`config.mk`:
```
export PLATFORM = sky130hd
export DESIGN_NAME = trace_out_port
export DESIGN_NICKNAME = d
export VERILOG_FILES = /design/src/hdl/trace_port_pkg.sv /design/src/hdl/trace_out_port.sv
export SDC_FILE = /design/constraint.sdc
export NUM_CORES = 1
export LEC_CHECK = 0
export BUFFER_PORTS_ARGS = -buffer_cell sky130_fd_sc_hd__clkbuf_2
export CORE_UTILIZATION = 44
export CTS_CLUSTER_DIAMETER = 60
export DETAILED_ROUTE_END_ITERATION = 6
export SETUP_SLACK_MARGIN = 0.05
export SYNTH_ARGS = -nofsm -noshare
export SYNTH_HDL_FRONTEND = slang
export SYNTH_SLANG_ARGS = --single-unit
```
`constraint.sdc`:
```
create_clock -name aclk -period 3 [get_ports aclk]
set_input_delay 0.15 -clock aclk [delete_from_list [all_inputs] [get_ports aclk]]
set_output_delay 0.15 -clock aclk [all_outputs]
set_load 0.02 [all_outputs]
```
`src/hdl/trace_port_pkg.sv`:
```
// Purpose: Shared constants for the trace output port block.
// Assumes: One 10 MHz clock, AXI4-Lite register access with 32-bit data.
// Notes:   Offsets are byte addresses of aligned words.
package trace_port_pkg;
    // =========================================================================
    // Register map
    localparam logic [7:0] OFS_CONTROL   = 8'h00;
    localparam logic [7:0] OFS_STATUS    = 8'h04;
    localparam logic [7:0] OFS_PORT_SIZE = 8'h08;
    localparam logic [7:0] OFS_EXT_CTL   = 8'h0C;
    localparam logic [7:0] OFS_DATA      = 8'h10;
    localparam logic [7:0] OFS_TRIG_CNT  = 8'h14;
    // =========================================================================
    // Control register fields
    localparam int CTL_MODE_LO      = 0;
    localparam int CTL_FLUSH_ON_TRG = 2;
    localparam int CTL_TRG_ON_TRG   = 3;
    localparam int CTL_TRG_ON_FLUSH = 4;
    localparam int CTL_TRG_DIRECT   = 5;
    localparam int CTL_ENABLE       = 6;
    localparam int CTL_FLUSH_MANUAL = 7;
    // Formatter modes.
    localparam logic [1:0] MODE_BYPASS     = 2'h0;
    localparam logic [1:0] MODE_NORMAL     = 2'h1;
    localparam logic [1:0] MODE_CONTINUOUS = 2'h2;
    // =========================================================================
    // Status register fields
    localparam int STS_FLUSH_BUSY = 0;
    localparam int STS_TRIGGERED  = 1;
    localparam int STS_CTL_PIN    = 2;
    localparam int STS_STOPPED    = 3;
    // Reset values.
    localparam logic [31:0] CONTROL_RESET  = 32'h0000_0000;
    localparam logic [15:0] TRIG_CNT_RESET = 16'h0000;
    // Response codes.
    localparam logic [1:0] RESP_OKAY   = 2'h0;
    localparam logic [1:0] RESP_SLVERR = 2'h2;
endpackage : trace_port_pkg
```
`src/hdl/trace_out_port.sv`:
```
// Purpose: Trace output port with control pin encoding and trigger logic.
// Assumes: Tie-off inputs are static; flush_done is a pulse on aclk.
// Notes:   Data and control change on both edges of the divided clock.
//
// What the document specifies
// Divide source clock by two; DDR data.
// Analyzer samples on both exported clock edges.
// Provide 32-bit trace data output bus.
// Control-pin tie-off shown in status bit 2.
// Width tie-off sets reported port size.
// Integrator wires two bits with control pin.
// Support with-control and data-only configurations.
// No phase offset between clock and data.
// Analyzer tolerates any clock alignment.
// Encode control only in bypass/normal mode.
// Control/data[1:0] encode trigger and capture.
// Legacy analyzer captures by control pin.
// Signal trigger only when safe to stop.
// Trigger direct, counter-delayed, or on flush.
// Trigger requests flush when configured.
// Flush-on-trigger defers trigger until flush done.
// Synchronise trigger and flush request inputs.
// Pass 8-bit external control in and out.
// Analyzer may drive clock and probe patterns.
// Crossing between port and bus domains.
// Control-only analyzers avoid continuous mode.
// Hold unconnected upper data bits constant.
//
// Chosen here: the register addresses and the AXI4-Lite interface to the registers.
`timescale 1ns/1ns
`default_nettype none
module trace_out_port
    import trace_port_pkg::*;
#(
    parameter int DATA_W = 32
) (
    // Clock and reset
    input  wire logic              aclk,
    input  wire logic              aresetn,
    // AXI4-Lite write address, data and response
    input  wire logic [7:0]        s_axi_awaddr,
    input  wire logic              s_axi_awvalid,
    output logic                   s_axi_awready,
    input  wire logic [31:0]       s_axi_wdata,
    input  wire logic [3:0]        s_axi_wstrb,
    input  wire logic              s_axi_wvalid,
    output logic                   s_axi_wready,
    output logic [1:0]             s_axi_bresp,
    output logic                   s_axi_bvalid,
    input  wire logic              s_axi_bready,
    // AXI4-Lite read
    input  wire logic [7:0]        s_axi_araddr,
    input  wire logic              s_axi_arvalid,
    output logic                   s_axi_arready,
    output logic [31:0]            s_axi_rdata,
    output logic [1:0]             s_axi_rresp,
    output logic                   s_axi_rvalid,
    input  wire logic              s_axi_rready,
    // Tie-offs
    input  wire logic              ctl_pin_present,
    input  wire logic [4:0]        max_data_index,
    // Cross-trigger events from another domain
    input  wire logic              trigger_in,
    input  wire logic              flush_in,
    // Trace bus flush handshake
    output logic                   flush_request,
    input  wire logic              flush_done,
    // External pin multiplex control
    input  wire logic [7:0]        ext_ctl_in,
    output logic [7:0]             ext_ctl_out,
    // Trace pins
    output logic                   trace_clock,
    output logic [DATA_W-1:0]      trace_data,
    output logic                   trace_ctl
);
    // =========================================================================
    // Registers
    logic [31:0]       control_reg;
    logic [31:0]       data_word_reg;
    logic [15:0]       trig_cnt_reg;
    logic [7:0]        ext_ctl_reg;
    logic [7:0]        ext_in_reg;
    logic [7:0]        ext_meta_reg;
    logic              triggered_reg;
    logic              stopped_reg;
    logic              flush_busy_reg;
    logic              trig_pend_reg;
    logic              defer_reg;
    logic [15:0]       delay_cnt_reg;
    logic              delay_run_reg;
    logic              trig_show_reg;
    logic [1:0]        trig_sync_reg;
    logic [1:0]        flush_sync_reg;
    logic              trig_prev_reg;
    logic              flush_prev_reg;
    logic              aw_hold_reg;
    logic              w_hold_reg;
    logic [7:0]        aw_addr_reg;
    logic [31:0]       w_data_reg;
    logic [3:0]        w_strb_reg;

    logic [1:0] mode;
    logic       encode_on;
    logic       trig_evt;
    logic       flush_evt;
    logic       fire_trig;
    logic       manual_flush;
    logic       do_write;
    logic [DATA_W-1:0] width_mask;

    assign mode     = control_reg[CTL_MODE_LO+1:CTL_MODE_LO];
    assign encode_on = ctl_pin_present && (mode == MODE_BYPASS || mode == MODE_NORMAL);
    assign do_write = aw_hold_reg && w_hold_reg && !s_axi_bvalid;

    // =========================================================================
    // Event synchronisers; only the second stage is examined.
    always_ff @(posedge aclk) begin
        if (!aresetn) begin
            trig_sync_reg  <= 2'h0;
            flush_sync_reg <= 2'h0;
            trig_prev_reg  <= 1'b0;
            flush_prev_reg <= 1'b0;
            ext_meta_reg   <= 8'h00;
            ext_in_reg     <= 8'h00;
        end else begin
            trig_sync_reg  <= {trig_sync_reg[0], trigger_in};
            flush_sync_reg <= {flush_sync_reg[0], flush_in};
            trig_prev_reg  <= trig_sync_reg[1];
            flush_prev_reg <= flush_sync_reg[1];
            ext_meta_reg   <= ext_ctl_in;
            ext_in_reg     <= ext_meta_reg;
        end
    end
    assign trig_evt  = trig_sync_reg[1] && !trig_prev_reg;
    assign flush_evt = flush_sync_reg[1] && !flush_prev_reg;
    assign manual_flush = do_write && aw_addr_reg == OFS_CONTROL && w_strb_reg[0]
                          && w_data_reg[CTL_FLUSH_MANUAL];

    // =========================================================================
    // Flush scheduling: a request masks further ones until it completes.
    always_ff @(posedge aclk) begin
        if (!aresetn) begin
            flush_busy_reg <= 1'b0;
            defer_reg      <= 1'b0;
        end else begin
            if (flush_busy_reg && flush_done) begin
                flush_busy_reg <= 1'b0;
                defer_reg      <= 1'b0;
            end else if (!flush_busy_reg) begin
                if (trig_evt && control_reg[CTL_FLUSH_ON_TRG]) begin
                    flush_busy_reg <= 1'b1;
                    defer_reg      <= 1'b1;
                end else if (flush_evt || manual_flush) begin
                    flush_busy_reg <= 1'b1;
                end
            end
        end
    end

    // =========================================================================
    // Trigger causes: direct, counter-delayed, or flush completion.
    always_ff @(posedge aclk) begin
        if (!aresetn) begin
            delay_cnt_reg <= 16'h0000;
            delay_run_reg <= 1'b0;
        end else if (trig_evt && control_reg[CTL_TRG_ON_TRG] && !delay_run_reg) begin
            delay_cnt_reg <= trig_cnt_reg;
            delay_run_reg <= 1'b1;
        end else if (delay_run_reg && delay_cnt_reg != 16'h0000) begin
            delay_cnt_reg <= delay_cnt_reg - 16'h0001;
        end else begin
            delay_run_reg <= 1'b0;
        end
    end

    // A trigger deferred behind its own flush waits for flush_done.
    assign fire_trig =
        (trig_evt && control_reg[CTL_TRG_DIRECT] && !control_reg[CTL_FLUSH_ON_TRG])
        || (delay_run_reg && delay_cnt_reg == 16'h0000 && !defer_reg)
        || (flush_busy_reg && flush_done
            && (control_reg[CTL_TRG_ON_FLUSH] || defer_reg));

    always_ff @(posedge aclk) begin
        if (!aresetn) begin
            trig_pend_reg <= 1'b0;
            triggered_reg <= 1'b0;
        end else begin
            if (fire_trig) begin
                trig_pend_reg <= 1'b1;
                triggered_reg <= 1'b1;
            end else if (trig_show_reg) begin
                trig_pend_reg <= 1'b0;
            end
        end
    end

    // =========================================================================
    // Port clock divider and DDR output; data and control change with the clock.
    always_ff @(posedge aclk) begin
        if (!aresetn) begin
            trace_clock   <= 1'b0;
            trace_data    <= '0;
            trace_ctl     <= 1'b0;
            trig_show_reg <= 1'b0;
            stopped_reg   <= 1'b0;
        end else begin
            trace_clock   <= ~trace_clock;
            trig_show_reg <= 1'b0;
            if (!control_reg[CTL_ENABLE] || stopped_reg) begin
                trace_ctl  <= encode_on;
                trace_data <= encode_on ? DATA_W'(1) : '0;
            // A marker already shown is skipped while its pending flag clears,
            // so the trigger code stands for exactly one cycle.
            end else if (trig_pend_reg && !trig_show_reg && encode_on) begin
                trace_ctl     <= 1'b1;
                trace_data    <= DATA_W'(2);
                trig_show_reg <= 1'b1;
            end else begin
                trace_ctl  <= 1'b0;
                trace_data <= data_word_reg[DATA_W-1:0] & width_mask;
                if (trig_pend_reg && !trig_show_reg) begin
                    trig_show_reg <= 1'b1;
                end
            end
        end
    end

    always_comb begin
        for (int i = 0; i < DATA_W; i++) begin
            width_mask[i] = (i <= int'(max_data_index));
        end
    end

    // =========================================================================
    // AXI4-Lite slave: address and data taken in either order.
    always_ff @(posedge aclk) begin
        if (!aresetn) begin
            aw_hold_reg  <= 1'b0;
            w_hold_reg   <= 1'b0;
            aw_addr_reg  <= 8'h00;
            w_data_reg   <= 32'h0000_0000;
            w_strb_reg   <= 4'h0;
            s_axi_bvalid <= 1'b0;
            s_axi_bresp  <= RESP_OKAY;
        end else begin
            if (s_axi_awvalid && s_axi_awready) begin
                aw_hold_reg <= 1'b1;
                aw_addr_reg <= s_axi_awaddr;
            end
            if (s_axi_wvalid && s_axi_wready) begin
                w_hold_reg <= 1'b1;
                w_data_reg <= s_axi_wdata;
                w_strb_reg <= s_axi_wstrb;
            end
            if (do_write) begin
                aw_hold_reg  <= 1'b0;
                w_hold_reg   <= 1'b0;
                s_axi_bvalid <= 1'b1;
                s_axi_bresp  <= (aw_addr_reg == OFS_CONTROL || aw_addr_reg == OFS_EXT_CTL
                                 || aw_addr_reg == OFS_DATA || aw_addr_reg == OFS_TRIG_CNT
                                 || aw_addr_reg == OFS_STATUS || aw_addr_reg == OFS_PORT_SIZE)
                                ? RESP_OKAY : RESP_SLVERR;
            end else if (s_axi_bvalid && s_axi_bready) begin
                s_axi_bvalid <= 1'b0;
            end
        end
    end

    always_ff @(posedge aclk) begin
        if (!aresetn) begin
            s_axi_awready <= 1'b0;
            s_axi_wready  <= 1'b0;
        end else begin
            s_axi_awready <= !aw_hold_reg && !s_axi_awready && !s_axi_bvalid;
            s_axi_wready  <= !w_hold_reg && !s_axi_wready && !s_axi_bvalid;
        end
    end

    always_ff @(posedge aclk) begin
        if (!aresetn) begin
            control_reg   <= CONTROL_RESET;
            data_word_reg <= 32'h0000_0000;
            trig_cnt_reg  <= TRIG_CNT_RESET;
            ext_ctl_reg   <= 8'h00;
        end else if (do_write) begin
            for (int b = 0; b < 4; b++) begin
                if (w_strb_reg[b]) begin
                    unique case (aw_addr_reg)
                        OFS_CONTROL:  control_reg[b*8 +: 8]   <= w_data_reg[b*8 +: 8];
                        OFS_DATA:     data_word_reg[b*8 +: 8] <= w_data_reg[b*8 +: 8];
                        OFS_TRIG_CNT: if (b < 2) trig_cnt_reg[b*8 +: 8] <= w_data_reg[b*8 +: 8];
                        OFS_EXT_CTL:  if (b == 0) ext_ctl_reg <= w_data_reg[7:0];
                        default:      ;
                    endcase
                end
            end
            control_reg[CTL_FLUSH_MANUAL] <= 1'b0;
        end
    end
    assign ext_ctl_out = ext_ctl_reg;

    // Read channel.
    always_ff @(posedge aclk) begin
        if (!aresetn) begin
            s_axi_arready <= 1'b0;
            s_axi_rvalid  <= 1'b0;
            s_axi_rdata   <= 32'h0000_0000;
            s_axi_rresp   <= RESP_OKAY;
        end else begin
            s_axi_arready <= !s_axi_arready && !s_axi_rvalid && s_axi_arvalid;
            if (s_axi_arvalid && s_axi_arready) begin
                s_axi_rvalid <= 1'b1;
                s_axi_rresp  <= RESP_OKAY;
                unique case (s_axi_araddr)
                    OFS_CONTROL:   s_axi_rdata <= control_reg;
                    OFS_STATUS:    s_axi_rdata <= {28'h0, stopped_reg, ctl_pin_present,
                                                   triggered_reg, flush_busy_reg};
                    OFS_PORT_SIZE: s_axi_rdata <= {27'h0, max_data_index};
                    OFS_EXT_CTL:   s_axi_rdata <= {16'h0, ext_in_reg, ext_ctl_reg};
                    OFS_DATA:      s_axi_rdata <= data_word_reg;
                    OFS_TRIG_CNT:  s_axi_rdata <= {16'h0, trig_cnt_reg};
                    default: begin
                        s_axi_rdata <= 32'h0000_0000;
                        s_axi_rresp <= RESP_SLVERR;
                    end
                endcase
            end else if (s_axi_rvalid && s_axi_rready) begin
                s_axi_rvalid <= 1'b0;
            end
        end
    end

    assign flush_request = flush_busy_reg;
endmodule : trace_out_port
`default_nettype wire

```
==> results of run 1 <==
==> critical path, delay by kind of cell, from the launching register on <==
kind,cells,cell delay [ns]
AOI/OAI and AO/OA,3,0.98
DFF,1,0.34
buffers and inverters,1,0.06
adders and majority gates,1,0.25
and+or+nand+nor,1,0.66
==> power breakdown <==
group / internal (mW) / switching [mW] / total (mW)
Combinational: 0.172 / 0.247 / 0.419
Sequential: 3.37 / 0.0532 / 3.43
Clock: 1.79 / 1.30 / 3.09
==> logic make-up (layout without fill, tap and decap cells) <==
kind of cell / Yosys count / count (layout) / share of synthesized area
buffers and inverters: 86 / 313 / 0.0347
AOI/OAI and AO/OA: 190 / 190 / 0.118
muxes: 119 / 119 / 0.122
adders and majority gates: 1 / 1 / 0.00127
DFF: 250 / 250 / 0.508
and+or+nand+nor: 405 / 405 / 0.215
other: 1 / 2 / 0.000381
==> placed cells by master (no fill, tap or decap), types with 5 or more instances in the layout <==
cell type,count
clkbuf_8,6
clkbuf_16,27
nand3_1,22
nand2_1,145
a31oi_1,14
clkbuf_1,5
mux2i_1,108
or4bb_1,5
dlygate4sd3_1,64
a22oi_1,7
nor4_4,11
nor3_1,8
mux2_2,11
nor3b_1,8
dfxtp_1,250
buf_4,30
o21ai_0,56
a222oi_1,8
and3_1,12
a21oi_1,69
or3_1,8
and2_1,26
clkbuf_2,157
inv_1,12
clkinv_2,9
a22o_1,7
nor2_1,116
==> per-layer routing <==
layer	GRT usage	wire length [um]	vias up
li1	-	-	4117
met1	0.320	12500	4015
met2	0.420	13300	240
met3	0.0371	1440	48
met4	0.0693	639	0
met5	0	0	-
==> through the flow <==
| stage | cells | setup WS (ns) | cell area, sq um |
|---|---|---|---|
| 5_1_grt | 1560 | 0.396 | 12400 |
| 3_3_place_gp | 1448 | 0.633 | 11000 |
| 6_report | 1560 | 0.561 | 12400 |
| 2_1_floorplan | 1053 | 0.891 | 9850 |
| 3_5_place_dp | 1448 | 0.570 | 11000 |
| 4_1_cts | 1560 | 0.555 | 12400 |
==> area by class of cell <==
| class | instances | area [sq um] |
|---|---|---|
| Sequential cell | 250 | 5000 |
| Clock buffer | 38 | 777 |
| Multi-Input combinational cell | 717 | 4520 |
| Inverter | 13 | 51.3 |
| Fill cell | 2017 | 9470 |
| Tap cell | 280 | 350 |
| Clock inverter | 10 | 52.6 |
| Timing Repair Buffer | 252 | 1670 |
==> worst max-delay path by stage <==
stage / to / slack, ns / cells past startpoint
2_1_floorplan: control_reg[15] / 0.89 / 5
3_3_place_gp: delay_cnt_reg[1] / 0.63 / 6
3_5_place_dp: delay_cnt_reg[1] / 0.57 / 6
4_1_cts: control_reg[30] / 0.56 / 4
5_1_grt: delay_cnt_reg[1] / 0.40 / 6
6_report: delay_cnt_reg[1] / 0.56 / 6
==> reports/summary.txt, run 1 <==
Initial DRC count = 552
DRT Wirelength = 27.9 mm
YS warnings = 0
Clock Pin Slew Worst Setup and Hold Paths = 0.06 ns
Pre-antenna DRT Iters = 6
Die height = 152 um
# nets final = 1337
Ys async rst share = 0
CP endpoint kind = flop
WS Path Type = flop to flop
LEAKAGE = 4.72 nW
# rows = 54
Detailed placement HPWL = 18.9 mm
Largest net degree at the start of global routing = 155
Critical R2R Launch = delay_cnt_reg[0]
Slew @ Worst Pin = 0.993 ns
First-pass GRT wire length = 43.7 mm
Crit-path max cell delay = 0.70 ns
Number of flops mapped to enable cells by yosys = 0
Hold buffers post-CTS = 64
Drt drc = 0
# diodes = 0
Die X = 152 um
Worst hold path class = primary input to flop
Count of clock tree sinks = 250
Setup total negative slack = 0 ns
Synth-to-layout area growth = 26.2%
CP required = 3.38 ns
ANT nets after route = 0
Synth cell types = 60
Worst hold margin = 0.0226 ns
IO Count = 160
WP data arrival = 2.82 ns
Hold endpoint = aw_hold_reg
Num CTS Buffers = 26
Average cell area after synthesis = 9.36 sq um
H-tree Lvls = 1
Max Buffers Root-to-Sink = 3
Post-Route Utilization = 0.568
Setup Fix Bufs, Post-CTS = 0
Root Buffer = clkbuf_16
Crit-path cells = inv_1, ha_1, or4b_2, o41ai_1, a2bb2oi_1, a21oi_1
Clock Skews = 0.0181 ns
Synth Flop Type = dfxtp_1
Starting density of the core = 0.450
Post-synthesis cell area = 9850 sq um
Slew margin rel. = 0.338
Dominant cells by area after synthesis = dfxtp_1, mux2i_1, nand2_1
Worst path slowest cell = o41ai_1
Vias in the first global route = 8035
Die Area = 23000 sq um
Overall Global Routing Usage = 0.246
RSZ-0062 raised after global routing = false
Fmax = 0.410 GHz
Worst skew pair latency = 0.53 ns
PortBufs = 157
Tot Pwr = 6.93 mW
Post-synth top cells = dfxtp_1, nand2_1, nor2_1
HP Start = s_axi_awvalid
Initial antenna violation count = 0
Final Hold Vio Count = 0
Synth Instances = 1052
FF-to-FF End = delay_cnt_reg[1]
Min Tclk post-route = 2.44 ns
Period utilisation layout = 0.813
WHS Path Cells = 3
Endpoints failing setup = 0
Cell taking the most area after synthesis = dfxtp_1
Max-cap violations = 0
Gr ovfl total = 0
Run status = completed
Fin. max-slew vios = 0
TritonCTS clock tree = done
Startpoint Class = flop
Yosys reg bits = 250
Avg Vias per Cell = 5.40
Synth top area share = 0.508
Worst reg2reg setup slack = 0.56 ns
Core ar. = 21900 sq um
Critical Path Start = delay_cnt_reg[0]
Power density over the cells = 558 nW/um^2
FF-to-FF path depth = 6
Routed length per instance = 17.9 um
Worst IR Drop VDD = 0.492 mV
Layout cells sized above 1 = 0.208
Seq/Total Area, Yosys = 0.508
Routability cong. = 0.914
Most frequent cell after synthesis = dfxtp_1
Vias = 8420
Critical Path Fanout Max = 6
Post-CTS Resized = 0
Power figures use the tool's default switching activity.
==> run 2, diff against run 1 <==
- ABC_AREA: not set -> 1
- PLACE_DENSITY: not set -> 0.67
- clock period: 3 -> 2 ns (I/O delays scaled with it)
==> run 2 against run 1 <==
Compared with the run above:
- utilization fell by 0.54 points
- wire length rose by 6.2%
- clock power rose by 62%
- non-clock buffer count fell by 2
- global-route usage rose by 0.57 points
- count of clock-buffer cells in the layout rose by 1
==> reports/summary.txt, run 2 <==
FF-to-FF End = trig_cnt_reg[15]
Post-Layout Cell Count = 1839
Most frequent cells in the layout = dfxtp_1, nand2_1, clkbuf_2
WP data arrival = 2.26 ns
Root Buffer = clkbuf_16
Endpoints failing setup = 0
HP Start = ctl_pin_present
Routed length per instance = 16.1 um
Drt drc = 0
Hold endpoint = trace_ctl
IO Count = 160
Setup Fix Bufs, Post-CTS = 0
Max-cap violations = 0
Largest net degree at the start of global routing = 105
Worst reg2reg setup slack = 0.24 ns
Vias in the first global route = 8665
Seq pwr share = 0.474
Slew margin rel. = 0.563
Clock Skews = 0.00765 ns
Synth cell types = 39
Final Hold Vio Count = 0
Fill count = 2107
RSZ-0062 raised after global routing = false
Avg Vias per Cell = 5.09
Period utilisation layout = 0.896
ANT nets after route = 0
Gr ovfl total = 0
Tot Pwr = 10.8 mW
Seq/Total Area, Yosys = 0.496
Post-synth top cells = dfxtp_1, nand2_1, inv_1
Layout cells sized above 1 = 0.176
Post-synthesis cell area = 10100 sq um
Worst hold path class = primary input to flop
Average cell area after synthesis = 7.62 sq um
Critical Path Fanout Max = 104
Num CTS Buffers = 27
Worst IR Drop VDD = 0.645 mV
Logic pwr share = 0.064
Run status = completed
Commonest non-fill, non-tap cell in the layout = dfxtp_1
Max Buffers Root-to-Sink = 3
Initial DRC count = 778
Fmax = 0.558 GHz
WS Path Type = primary input to flop
Pre-antenna DRT Iters = 5
NetSw = 2.50 mW
Most frequent cell after synthesis = dfxtp_1
Ys async rst share = 0
Synth Flop Type = dfxtp_1
Synth-to-layout area growth = 25.9%
H-tree Lvls = 1
Critical R2R Launch = aw_addr_reg[0]
Starting density of the core = 0.447
Routability cong. = 0.941
Die Area = 23500 sq um
Worst skew pair latency = 0.53 ns
DRT Wirelength = 29.7 mm
Synth Instances = 1323
Die height = 153 um
Number of placed instances with taps included = 1721
PortBufs = 157
P_int = 8.35 mW
Number of flops mapped to enable cells by yosys = 0
Count of clock tree sinks = 250
Fin. max-slew vios = 0
LEAKAGE = 5.38 nW
Detailed placement HPWL = 20.8 mm
CP required = 2.46 ns
Sw Ratio = 0.230
First-pass GRT wire length = 47.0 mm
Initial antenna violation count = 0
Synth top area share = 0.496
YS warnings = 0
Post-Route Utilization = 0.562
# rows = 55
# diodes = 0
WHS Path Cells = 4
Cell taking the most area after synthesis = dfxtp_1
Power share of the clock group = 0.462
Die X = 153 um
# nets final = 1611
Min Tclk post-route = 1.79 ns
Clock Pin Slew Worst Setup and Hold Paths = 0.06 ns
Slew @ Worst Pin = 0.655 ns
CP endpoint kind = flop
Startpoint Class = primary input
FF-to-FF path depth = 6
TritonCTS clock tree = done
Setup total negative slack = 0 ns
Core ar. = 22600 sq um
Power density over the cells = 854 nW/um^2
Dominant cells by area after synthesis = dfxtp_1, nand2_1, o21ai_0
Vias = 9360
Overall Global Routing Usage = 0.251
Yosys reg bits = 250
==> run 2: routing by layer <==
metal / global-route usage / part of all wire / routed length, um / up-vias
met5: 0 / 0 / 0 / -
met4: 0.0905 / 0.030 / 879 / 0
met3: 0.0340 / 0.073 / 2170 / 52
met2: 0.375 / 0.43 / 12600 / 358
met1: 0.368 / 0.47 / 14000 / 4218
li1: - / - / - / 4732
==> run 2: per-stage QoR <==
| step | hold WS (ns) | cell area, sq um | worst slack, ns |
|---|---|---|---|
| floorplan | 0.198 | 10100 | 0.479 |
| global placement | 0.287 | 11100 | 0.194 |
| detailed placement | 0.287 | 11100 | 0.190 |
| CTS | 0.00653 | 12700 | 0.0690 |
| global route | 0.0346 | 12700 | 0.0389 |
| finish | 0.0184 | 12700 | 0.208 |
==> run 2: repair_timing <==
| item | CTS | global route |
|---|---|---|
| hold endpoints to repair | 67 | 0 |
| resized for setup | 0 | 3 |
| endpoints found under the setup margin | 0 | 14 |
| hold buffers | 69 | 0 |
==> run 2: worst max-delay path by stage <==
stage | start | to | slack, ns | cells past startpoint
4_1_cts | aresetn | aw_addr_reg[6] | 0.07 | 6
5_1_grt | delay_cnt_reg[0] | delay_cnt_reg[6] | 0.04 | 10
3_5_place_dp | aw_addr_reg[7] | trig_cnt_reg[15] | 0.19 | 6
2_1_floorplan | delay_cnt_reg[0] | delay_cnt_reg[1] | 0.48 | 10
3_3_place_gp | aw_addr_reg[7] | trig_cnt_reg[11] | 0.19 | 6
6_report | aresetn | aw_addr_reg[2] | 0.21 | 6
==> run 2: kinds of logic (layout without fill, tap and decap cells) <==
family | after synthesis | after routing | share of synthesized area
adders and majority gates | 1 | 1 | 0.00124
other | 1 | 2 | 0.000372
xor gates and xnor gates | 5 | 5 | 0.00434
AOI/OAI and AO/OA | 334 | 334 | 0.183
and+or+nand+nor | 507 | 507 | 0.220
DFF | 250 | 250 | 0.496
buffers and inverters | 225 | 455 | 0.0939
==> run 2: critical path, cell delays in order <==
cell and delay (ns):
dlygate4sd3_1 0.52, buf_4 0.18, buf_6 0.50, o21ai_0 0.18
nor2_1 0.13, dlygate4sd3_1 0.56
==> run 2: power groups by stage <==
stage	sequential (mW)	clock, mW	combinational, mW
floorplan	5.25	0	0.354
global placement	5.24	0	0.577
detailed placement	5.25	0	0.581
CTS	5.14	5.09	0.686
global route	5.15	5.31	0.769
finish	5.14	5.01	0.696
==> run 2: final cells by class <==
type	count	area (sq um)	area share
timing repair buffer	250	1690	0.133
tap	285	357	0.0281
inverter	156	587	0.0462
multi-input combinational	849	4150	0.327
clock inverter	10	114	0.00897
sequential	250	5000	0.394
clock buffer	39	791	0.0623
